--- src/hw/brs_defs.vh ---
// Constants for the bidirectional reset sequencer
`ifndef BRS_DEFS_VH
`define BRS_DEFS_VH

// ----------------------------------------------------------------
// Timing
// ----------------------------------------------------------------
`define BRS_CLK_PS 25000
`define BRS_CLOCK_UNIT_PS 12500
`define BRS_SEQ_TCL 1024
`define BRS_SAMPLE_TCL 8
`define BRS_SHORT_MIN_TCL 4
`define BRS_SEQ_CYC ((`BRS_SEQ_TCL * `BRS_CLOCK_UNIT_PS + `BRS_CLK_PS - 1) / `BRS_CLK_PS)
`define BRS_SAMPLE_CYC ((`BRS_SAMPLE_TCL * `BRS_CLOCK_UNIT_PS + `BRS_CLK_PS - 1) / `BRS_CLK_PS)
`define BRS_SHORT_MIN_CYC ((`BRS_SHORT_MIN_TCL * `BRS_CLOCK_UNIT_PS + `BRS_CLK_PS - 1) / `BRS_CLK_PS)

// ----------------------------------------------------------------
// Register map
// ----------------------------------------------------------------
`define BRS_ADDR_SYSCFG 4'h0
`define BRS_ADDR_FLAGS 4'h4
`define BRS_ADDR_STATUS 4'h8
`define BRS_SYSCFG_PULLUP_BIT 0
`define BRS_SYSCFG_BIDIR_BIT 3
`define BRS_SYSCFG_RESET 32'h00000000

// Reset source flags: [4] power-on, [3] long hw, [2] short hw, [1] software, [0] watchdog
`define BRS_FLAGS_POWERON 5'h1e
`define BRS_FLAGS_ASYNC 5'h0e
`define BRS_FLAGS_LONG 5'h0e
`define BRS_FLAGS_SHORT 5'h06
`define BRS_FLAGS_SW 5'h02
`define BRS_FLAGS_WDT 5'h01

`define BRS_RESP_OKAY 2'h0
`define BRS_RESP_SLVERR 2'h2

`endif

--- src/hw/brs_sequencer.v ---
// Reset sequencer with bidirectional reset pin and AXI4-Lite registers
//
// The placing of the registers and the AXI4-Lite interface to the registers are this design's own decisions.
`timescale 1ns/100ps
// What this block does
// - Flags follow the short/long classification actually made
// - Soft bidir reset: sample filtered input after 8
// - Degenerated reset overwrites software/watchdog flag
// - Degeneration normally classified short; long needs holding
// - Internal flash lengthens sequence; no degeneration
// - Bidir enabled: pull pin low during sequence
// - Reset output low until end-of-init
// - Pull-up config enables sense pull-up at end
// - Sense pull-down on while reset pin low
// - Sense low with reset low: asynchronous reset
// - Short pulses synchronous; long until sense low asynchronous
// - Sense low in soft reset releases pin
// - Bidir bit writable before init end, cleared
// - Filtered low at least 4 units for hardware
// - Sense low at soft reset: no pin pull
`include "brs_defs.vh"

module brs_sequencer #(
  parameter FLASH_EXT_CYC = 256
) (
  // Clock, reset, enable
  input wire aclk,
  input wire aresetn,
  input wire clk_en,
  // AXI4-Lite write address
  input wire [3:0] s_axi_awaddr,
  input wire s_axi_awvalid,
  output reg s_axi_awready,
  // AXI4-Lite write data
  input wire [31:0] s_axi_wdata,
  input wire [3:0] s_axi_wstrb,
  input wire s_axi_wvalid,
  output reg s_axi_wready,
  // AXI4-Lite write response
  output reg [1:0] s_axi_bresp,
  output reg s_axi_bvalid,
  input wire s_axi_bready,
  // AXI4-Lite read address
  input wire [3:0] s_axi_araddr,
  input wire s_axi_arvalid,
  output reg s_axi_arready,
  // AXI4-Lite read data
  output reg [31:0] s_axi_rdata,
  output reg [1:0] s_axi_rresp,
  output reg s_axi_rvalid,
  input wire s_axi_rready,
  // Reset sources, end of init and access select from the core
  input wire sw_reset_req,
  input wire wdt_reset_req,
  input wire end_of_init_instruction,
  input wire external_access_select,
  // Pins
  input wire filtered_reset_input,
  input wire reset_input_pin_in,
  output reg reset_input_pin_out,
  output reg reset_input_pin_oe,
  input wire powerdown_sense_pin,
  output reg sense_pulldown_en,
  output reg sense_pullup_en,
  output reg reset_output_pin,
  output reg core_reset_n
);

  // ----------------------------------------------------------------
  // States and kinds
  // ----------------------------------------------------------------
  localparam ST_RUN = 5'b00001;
  localparam ST_SEQ = 5'b00010;
  localparam ST_HOLD = 5'b00100;
  localparam ST_POST = 5'b01000;
  localparam ST_ASYNC = 5'b10000;

  // Counts are worked out as integers, then cut to the counter width on purpose
  localparam integer SEQ_CYC_I = `BRS_SEQ_CYC;
  localparam integer SAMPLE_CYC_I = `BRS_SAMPLE_CYC;
  localparam integer SHORT_MIN_CYC_I = `BRS_SHORT_MIN_CYC;
  localparam integer FLASH_CYC_I = FLASH_EXT_CYC;
  localparam [11:0] SEQ_CYC = SEQ_CYC_I[11:0];
  localparam [11:0] SAMPLE_CYC = SAMPLE_CYC_I[11:0];
  localparam [11:0] SHORT_MIN_CYC = SHORT_MIN_CYC_I[11:0];
  localparam [11:0] FLASH_CYC = FLASH_CYC_I[11:0];

  reg [4:0] state;
  reg [11:0] cnt;
  reg [11:0] low_cnt;
  reg soft_kind;
  reg bidir_drive;
  reg init_done;
  reg bidir_en;
  reg pullup_cfg;
  reg [4:0] flags;
  wire [11:0] seq_len;
  wire hw_seen;
  wire soft_req;
  reg aw_held;
  reg w_held;
  reg [3:0] wr_addr_q;
  reg [31:0] wr_data_q;
  reg wr_strb0_q;
  wire aw_take;
  wire w_take;
  wire wr_fire;
  wire [3:0] wr_addr;
  wire [31:0] wr_data;
  wire wr_strb0;

  assign seq_len = external_access_select ? (SEQ_CYC + FLASH_CYC) : SEQ_CYC;
  assign hw_seen = (low_cnt >= SHORT_MIN_CYC - 12'h001) && !filtered_reset_input;
  assign soft_req = sw_reset_req || wdt_reset_req;

  // ----------------------------------------------------------------
  // Filtered-input low-time counter
  // ----------------------------------------------------------------
  always @(posedge aclk) begin
    if (!aresetn) begin
      low_cnt <= 12'h000;
    end else if (clk_en) begin
      if (filtered_reset_input) begin
        low_cnt <= 12'h000;
      end else if (low_cnt != 12'hfff) begin
        low_cnt <= low_cnt + 12'h001;
      end
    end
  end

  // ----------------------------------------------------------------
  // Sequencer
  // ----------------------------------------------------------------
  always @(posedge aclk) begin
    if (!aresetn) begin
      state <= ST_RUN;
      cnt <= 12'h000;
      soft_kind <= 1'b0;
      bidir_drive <= 1'b0;
      init_done <= 1'b0;
      bidir_en <= 1'b0;
      pullup_cfg <= 1'b0;
      flags <= `BRS_FLAGS_POWERON;
      reset_input_pin_out <= 1'b0;
      reset_input_pin_oe <= 1'b0;
      sense_pulldown_en <= 1'b0;
      sense_pullup_en <= 1'b0;
      reset_output_pin <= 1'b0;
      core_reset_n <= 1'b1;
    end else if (clk_en) begin
      sense_pulldown_en <= !reset_input_pin_in;
      reset_input_pin_out <= 1'b0;
      // Register writes to the config; data may have been taken before the address
      if (wr_fire && (wr_addr == `BRS_ADDR_SYSCFG) && wr_strb0) begin
        pullup_cfg <= wr_data[`BRS_SYSCFG_PULLUP_BIT];
        if (!init_done) begin
          bidir_en <= wr_data[`BRS_SYSCFG_BIDIR_BIT];
        end
      end
      if (end_of_init_instruction && (state == ST_RUN)) begin
        init_done <= 1'b1;
        reset_output_pin <= 1'b1;
      end
      case (state)
        ST_RUN: begin
          if (!filtered_reset_input && !powerdown_sense_pin) begin
            state <= ST_ASYNC;
            flags <= `BRS_FLAGS_ASYNC;
            cnt <= 12'h000;
            bidir_drive <= bidir_en;
            reset_input_pin_oe <= bidir_en;
            bidir_en <= 1'b0;
            init_done <= 1'b0;
            reset_output_pin <= 1'b0;
            core_reset_n <= 1'b0;
            sense_pullup_en <= 1'b0;
          end else if (hw_seen || soft_req) begin
            state <= ST_SEQ;
            soft_kind <= !hw_seen;
            if (!hw_seen) begin
              flags <= wdt_reset_req ? `BRS_FLAGS_WDT : `BRS_FLAGS_SW;
            end
            cnt <= 12'h000;
            bidir_drive <= bidir_en && (hw_seen || powerdown_sense_pin);
            reset_input_pin_oe <= bidir_en && (hw_seen || powerdown_sense_pin);
            bidir_en <= 1'b0;
            init_done <= 1'b0;
            reset_output_pin <= 1'b0;
            core_reset_n <= 1'b0;
            sense_pullup_en <= 1'b0;
          end
        end
        ST_SEQ: begin
          cnt <= cnt + 12'h001;
          if (soft_kind && !powerdown_sense_pin) begin
            bidir_drive <= 1'b0;
            reset_input_pin_oe <= 1'b0;
          end
          // Flash start-up runs with the pin already let go, so the filter settles before exit
          if (external_access_select && (cnt >= SEQ_CYC - 12'h001)) begin
            bidir_drive <= 1'b0;
            reset_input_pin_oe <= 1'b0;
          end
          if (!soft_kind && !filtered_reset_input && !powerdown_sense_pin) begin
            state <= ST_ASYNC;
            flags <= `BRS_FLAGS_ASYNC;
            cnt <= 12'h000;
          end else if (cnt >= seq_len - 12'h001) begin
            cnt <= 12'h000;
            bidir_drive <= 1'b0;
            reset_input_pin_oe <= 1'b0;
            if (soft_kind) begin
              // Without flash start-up the pin's filter still lags, so check it in ST_POST once it settles
              if (external_access_select) begin
                state <= ST_RUN;
                core_reset_n <= 1'b1;
                sense_pullup_en <= pullup_cfg;
              end else begin
                state <= ST_POST;
                core_reset_n <= 1'b1;
              end
            end else if (!filtered_reset_input) begin
              state <= ST_HOLD;
              flags <= `BRS_FLAGS_LONG;
            end else begin
              state <= ST_RUN;
              flags <= `BRS_FLAGS_SHORT;
              core_reset_n <= 1'b1;
              sense_pullup_en <= pullup_cfg;
            end
          end
        end
        ST_HOLD: begin
          // Long reset extends until the filtered input rises; a drained sense pin makes it asynchronous
          if (!filtered_reset_input && !powerdown_sense_pin) begin
            state <= ST_ASYNC;
            flags <= `BRS_FLAGS_ASYNC;
            cnt <= 12'h000;
          end else if (filtered_reset_input) begin
            state <= ST_RUN;
            core_reset_n <= 1'b1;
            sense_pullup_en <= pullup_cfg;
          end
        end
        ST_POST: begin
          cnt <= cnt + 12'h001;
          if (cnt >= SAMPLE_CYC - 12'h001) begin
            cnt <= 12'h000;
            if (!filtered_reset_input) begin
              state <= ST_SEQ;
              soft_kind <= 1'b0;
              flags <= `BRS_FLAGS_SHORT;
              core_reset_n <= 1'b0;
            end else begin
              state <= ST_RUN;
              sense_pullup_en <= pullup_cfg;
            end
          end
        end
        ST_ASYNC: begin
          cnt <= cnt + 12'h001;
          if (cnt >= seq_len - 12'h001 && filtered_reset_input) begin
            state <= ST_RUN;
            cnt <= 12'h000;
            bidir_drive <= 1'b0;
            reset_input_pin_oe <= 1'b0;
            core_reset_n <= 1'b1;
            sense_pullup_en <= pullup_cfg;
          end else if (cnt >= seq_len - 12'h001) begin
            cnt <= cnt;
            // Let the pin go, or a self-driven line would hold the block here for ever
            bidir_drive <= 1'b0;
            reset_input_pin_oe <= 1'b0;
          end
        end
        default: begin
          state <= ST_RUN;
        end
      endcase
    end
  end

  // ----------------------------------------------------------------
  // AXI4-Lite write path
  // ----------------------------------------------------------------
  assign aw_take = s_axi_awvalid && s_axi_awready;
  assign w_take = s_axi_wvalid && s_axi_wready;
  assign wr_fire = (aw_held || aw_take) && (w_held || w_take) && !s_axi_bvalid;
  assign wr_addr = aw_held ? wr_addr_q : s_axi_awaddr;
  assign wr_data = w_held ? wr_data_q : s_axi_wdata;
  assign wr_strb0 = w_held ? wr_strb0_q : s_axi_wstrb[0];

  always @(posedge aclk) begin
    if (!aresetn) begin
      aw_held <= 1'b0;
      w_held <= 1'b0;
      wr_addr_q <= 4'h0;
      wr_data_q <= 32'h00000000;
      wr_strb0_q <= 1'b0;
      s_axi_awready <= 1'b0;
      s_axi_wready <= 1'b0;
      s_axi_bvalid <= 1'b0;
      s_axi_bresp <= `BRS_RESP_OKAY;
    end else if (clk_en) begin
      s_axi_awready <= !aw_held && !aw_take && !s_axi_bvalid && !wr_fire;
      s_axi_wready <= !w_held && !w_take && !s_axi_bvalid && !wr_fire;
      if (aw_take && !wr_fire) begin
        aw_held <= 1'b1;
        wr_addr_q <= s_axi_awaddr;
      end
      if (w_take && !wr_fire) begin
        w_held <= 1'b1;
        wr_data_q <= s_axi_wdata;
        wr_strb0_q <= s_axi_wstrb[0];
      end
      if (wr_fire) begin
        aw_held <= 1'b0;
        w_held <= 1'b0;
        s_axi_bvalid <= 1'b1;
        s_axi_bresp <= (wr_addr == `BRS_ADDR_SYSCFG || wr_addr == `BRS_ADDR_FLAGS ||
                        wr_addr == `BRS_ADDR_STATUS) ? `BRS_RESP_OKAY : `BRS_RESP_SLVERR;
      end else if (s_axi_bvalid && s_axi_bready) begin
        s_axi_bvalid <= 1'b0;
      end
    end
  end

  // ----------------------------------------------------------------
  // AXI4-Lite read path
  // ----------------------------------------------------------------
  always @(posedge aclk) begin
    if (!aresetn) begin
      s_axi_arready <= 1'b0;
      s_axi_rvalid <= 1'b0;
      s_axi_rdata <= 32'h00000000;
      s_axi_rresp <= `BRS_RESP_OKAY;
    end else if (clk_en) begin
      s_axi_arready <= !s_axi_rvalid && !(s_axi_arvalid && s_axi_arready);
      if (s_axi_arvalid && s_axi_arready) begin
        s_axi_rvalid <= 1'b1;
        s_axi_rresp <= `BRS_RESP_OKAY;
        case (s_axi_araddr)
          `BRS_ADDR_SYSCFG: s_axi_rdata <= {28'h0000000, bidir_en, 2'h0, pullup_cfg};
          `BRS_ADDR_FLAGS: s_axi_rdata <= {27'h0000000, flags};
          `BRS_ADDR_STATUS: s_axi_rdata <= {25'h0000000, init_done, ~core_reset_n, state};
          default: begin
            s_axi_rdata <= 32'h00000000;
            s_axi_rresp <= `BRS_RESP_SLVERR;
          end
        endcase
      end else if (s_axi_rvalid && s_axi_rready) begin
        s_axi_rvalid <= 1'b0;
      end
    end
  end

endmodule // brs_sequencer

--- config.mk ---
export PLATFORM = sky130hd
export DESIGN_NAME = brs_sequencer
export DESIGN_NICKNAME = d
export VERILOG_FILES = /design/src/hw/brs_sequencer.v
export VERILOG_INCLUDE_DIRS = /design/src /design/src/hw
export SDC_FILE = /design/constraint.sdc
export NUM_CORES = 1
export LEC_CHECK = 0
export BUFFER_PORTS_ARGS = -buffer_cell sky130_fd_sc_hd__buf_2
export CAP_MARGIN = 20
export CORE_MARGIN = 5
export CORE_UTILIZATION = 33
export CTS_CLUSTER_SIZE = 28
export DETAILED_ROUTE_END_ITERATION = 10
export GPL_ROUTABILITY_DRIVEN = 1
export GPL_TIMING_DRIVEN = 0
export PLACE_DENSITY = 0.64
export SYNTH_ARGS = -nofsm -noshare
export SYNTH_HDL_FRONTEND = slang
export SYNTH_SLANG_ARGS = --single-unit
--- constraint.sdc ---
create_clock -name aclk -period 3.19 [get_ports aclk]
set_input_delay 0.638 -clock aclk [delete_from_list [all_inputs] [get_ports aclk]]
set_output_delay 0.638 -clock aclk [all_outputs]
set_load 0.005 [all_outputs]
==> impl_metrics.json <==
{
  "cts_resized": 0,
  "clock_sinks": 66,
  "grt_max_degree": 13,
  "vias_per_cell": 5.45,
  "fillers": 1196,
  "drive_gt1_share_pct": 19.5,
  "synth.avg_cell_area_um2": 7.97,
  "yosys-top-cells-area": "dfxtp_1, nor2_1, buf_4, mux2i_1, a21oi_1",
  "via_count": 3883,
  "irDropWorstVdd_v": 0.000296,
  "leakage_nw": 1.90,
  "required_ps": 3420,
  "grt_pass1_wl_um": 17900,
  "yosysTopAreaCell": "dfxtp_1",
  "syn-cell-area_um2": 3870,
  "num_rows": 39,
  "routed_wl_um": 10900,
  "die_area_um2": 14000,
  "synth-seq-cells": 66,
  "switchingPower_w": 0.000621,
  "swShare_pct": 27.6,
  "r2r_end": "cnt[6]$_SDFFE_PN0P_",
  "cp.arrival_ps": 2980,
  "setup_viol": 0,
  "die_h_um": 118,
  "powerDensity_nw_per_um2": 484,
  "path_clk_slew_ps": 60,
  "cts_tree": "yes",
  "synth.most_common_cell": "nor2_1",
  "antenna_cells": 0,
  "layout_setup_ws_ps": 431,
  "finalMaxSlewViolations": 0,
  "nNetsFinal": 630,
  "finalSetupTns_ps": 0,
  "antenna_found_initial": 0,
  "fmax_mhz": 362,
  "drt-initial-drc-count": 266,
  "r2r_cells": 7,
  "worst-path-max-fanout": 9,
  "rsz0062_at_grt": "false",
  "ys_warn_count": 0,
  "seq_area_um2": 1320,
  "cts_max_level": 3,
  "multi_input_area_um2": 2280,
  "clock-root-buffer": "clkbuf_16",
  "post_drt_wl_per_cell_um": 15.3,
  "syn_inst": 486,
  "reg2reg_from": "cnt[0]$_SDFFE_PN0P_",
  "hold_viol": 0,
  "finalNonFillerCells": 713,
  "worstSkewPairLatency_ps": 330,
  "end_kind": "register",
  "dp_slack_ps": 123,
  "synthTopCellsByCount": "nor2_1, dfxtp_1, nand2_1",
  "hp-class": "reg2reg",
  "synth_edf_count": 0,
  "worstSetupEndpoint": "cnt[6]$_SDFFE_PN0P_",
  "fin_crit_sh_pct": 86.5,
  "final_area_um2": 4660,
  "pwr-share-seq_pct": 39.0,
  "synth_top_area_share_pct": 34.1,
  "grt.total_usage_pct": 15.2,
  "ys_seq_area_share_pct": 34.1,
  "path_class": "reg2reg",
  "drc": 0,
  "cts_setup_buffers": 0,
  "synthFlopType": "dfxtp_1",
  "yosysUniqueCellTypes": 71,
  "drtPass1Iterations": 5,
  "p_clk_share_pct": 44.5,
  "cts_hold_buf": 0,
  "initial_core_util_pct": 33.8,
  "finalClockSkew_ps": 7.69,
  "die_x_um": 118,
  "core_area_um2": 11500,
  "finalPower_w": 0.00225,
  "start_kind": "register",
  "finalCriticalPeriod_ps": 2760,
  "io_pins": 106,
  "startpoint": "cnt[0]$_SDFFE_PN0P_",
  "overflow": 0,
  "power_frac_comb_pct": 16.5,
  "maxCapViolCount": 0,
  "intPower_w": 0.00163,
  "async_reset_ff_share_pct": 0,
  "place_congestion": 0.937,
  "placed_area_um2": 4360,
  "port_buffers": 41,
  "area_growth_pct": 20.4,
  "hpwl_um": 8080,
  "grt_pass1_vias": 3613,
  "worst_pin_slew_ps": 902,
  "slew_headroom_pct": 39.4,
  "ant_nets": 0,
  "clk_path_buf_depth": 2,
  "cts_made_buffers": 9,
  "place_inst": 697,
  "r2r_setup_slack_ps": 430,
  "outcome": "finished clean"
}
==> worst max-delay path: stages (launching register included) <==
cell      delay (ps)
dfxtp_1          400
ha_1             260
nand3_1          190
nor4_2           550
nor2_1           230
o311ai_2         670
nor3_1           110
a31o_2           230
==> power groups by stage <==
stage,Sequential [W],Clock (W),Combinational [W]
floorplan,0.000892,0,0.000262
global placement,0.000895,0,0.000359
detailed placement,0.000896,0,0.000363
finish,0.000879,0.00100,0.000371
global route,0.000883,0.00105,0.000408
CTS,0.000879,0.00102,0.000365
==> per-layer routing <==
| metal | vias up | part of all wire (%) | global-route usage, % |
|---|---|---|---|
| met5 | - | 0 | 0 |
| met1 | 1799 | 44 | 19.7 |
| met4 | 0 | 2.1 | 6.95 |
| met2 | 181 | 47 | 24.3 |
| met3 | 21 | 7.2 | 2.96 |
| li1 | 1882 | - | - |
==> cells by family after synthesis <==
kind of cell / after synthesis / share of synthesized area, %
flip-flops: 66 / 34.1
AO/OA/AOI/OAI: 116 / 20.6
other: 1 / 0.0969
adder cells (fa/ha/maj): 6 / 1.94
AND/OR/NAND/NOR: 202 / 26.0
buffers and inverters: 64 / 9.50
multiplexers: 20 / 5.24
XOR/XNOR: 11 / 2.49
==> worst min path at each step <==
stage | end | startpoint | slack (ps) | depth (start not counted)
3_3_place_gp | flags[0]$_SDFFE_PN0P_ | flags[0]$_SDFFE_PN0P_ | 450 | 2
2_1_floorplan | flags[0]$_SDFFE_PN0P_ | flags[0]$_SDFFE_PN0P_ | 430 | 2
5_1_grt | flags[0]$_SDFFE_PN0P_ | flags[0]$_SDFFE_PN0P_ | 490 | 2
3_5_place_dp | s_axi_rresp[1]$_SDFFE_PN0P_ | s_axi_rresp[1]$_SDFFE_PN0P_ | 460 | 2
6_report | s_axi_rresp[1]$_SDFFE_PN0P_ | s_axi_rresp[1]$_SDFFE_PN0P_ | 470 | 2
4_1_cts | s_axi_rresp[1]$_SDFFE_PN0P_ | s_axi_rresp[1]$_SDFFE_PN0P_ | 470 | 2
==> per-stage QoR <==
stage / hold WS, ps / util [%]
after global routing: 487 / 40.6
after CTS: 472 / 40.6
after floorplan: 434 / -
after detailed placement: 463 / 38.0
final: 468 / 40.6
after global placement: 450 / 38.0
==> cells in the final DEF, fill, tap and decap left out, types with 6 or more instances in the layout <==
cell	synthesis	routed
nor2b_1	7	7
ha_1	6	6
buf_2	6	47
nand4_1	7	7
buf_4	30	30
mux2i_1	18	18
nand3_1	21	21
o21ai_0	25	25
nor2_1	67	67
nand2b_1	7	7
o22ai_1	7	7
or3_1	7	7
nor4_1	9	9
nor3_1	13	13
dfxtp_1	66	66
clkbuf_1	16	16
clkbuf_16	0	9
conb_1	1	28
a21oi_1	29	29
xor2_1	6	6
nand2_1	38	38
inv_1	9	9
==> layout make-up <==
type / count / area share, %
multi-input combinational: 383 / 49.0
inverter: 9 / 0.725
timing repair buffer: 41 / 4.40
sequential: 66 / 28.4
clock inverter: 6 / 1.37
buffer: 55 / 7.17
clock buffer: 10 / 5.13
tap: 143 / 3.84
==> state kept, by name, summed over array words and instances, names as in the netlist, 2 cells and up <==
name and count:
low_cnt 12, cnt 12, wr_data_q 2, state 5, flags 5, wr_addr_q 4
s_axi_rdata 7
(Power assumes the default switching activity.)
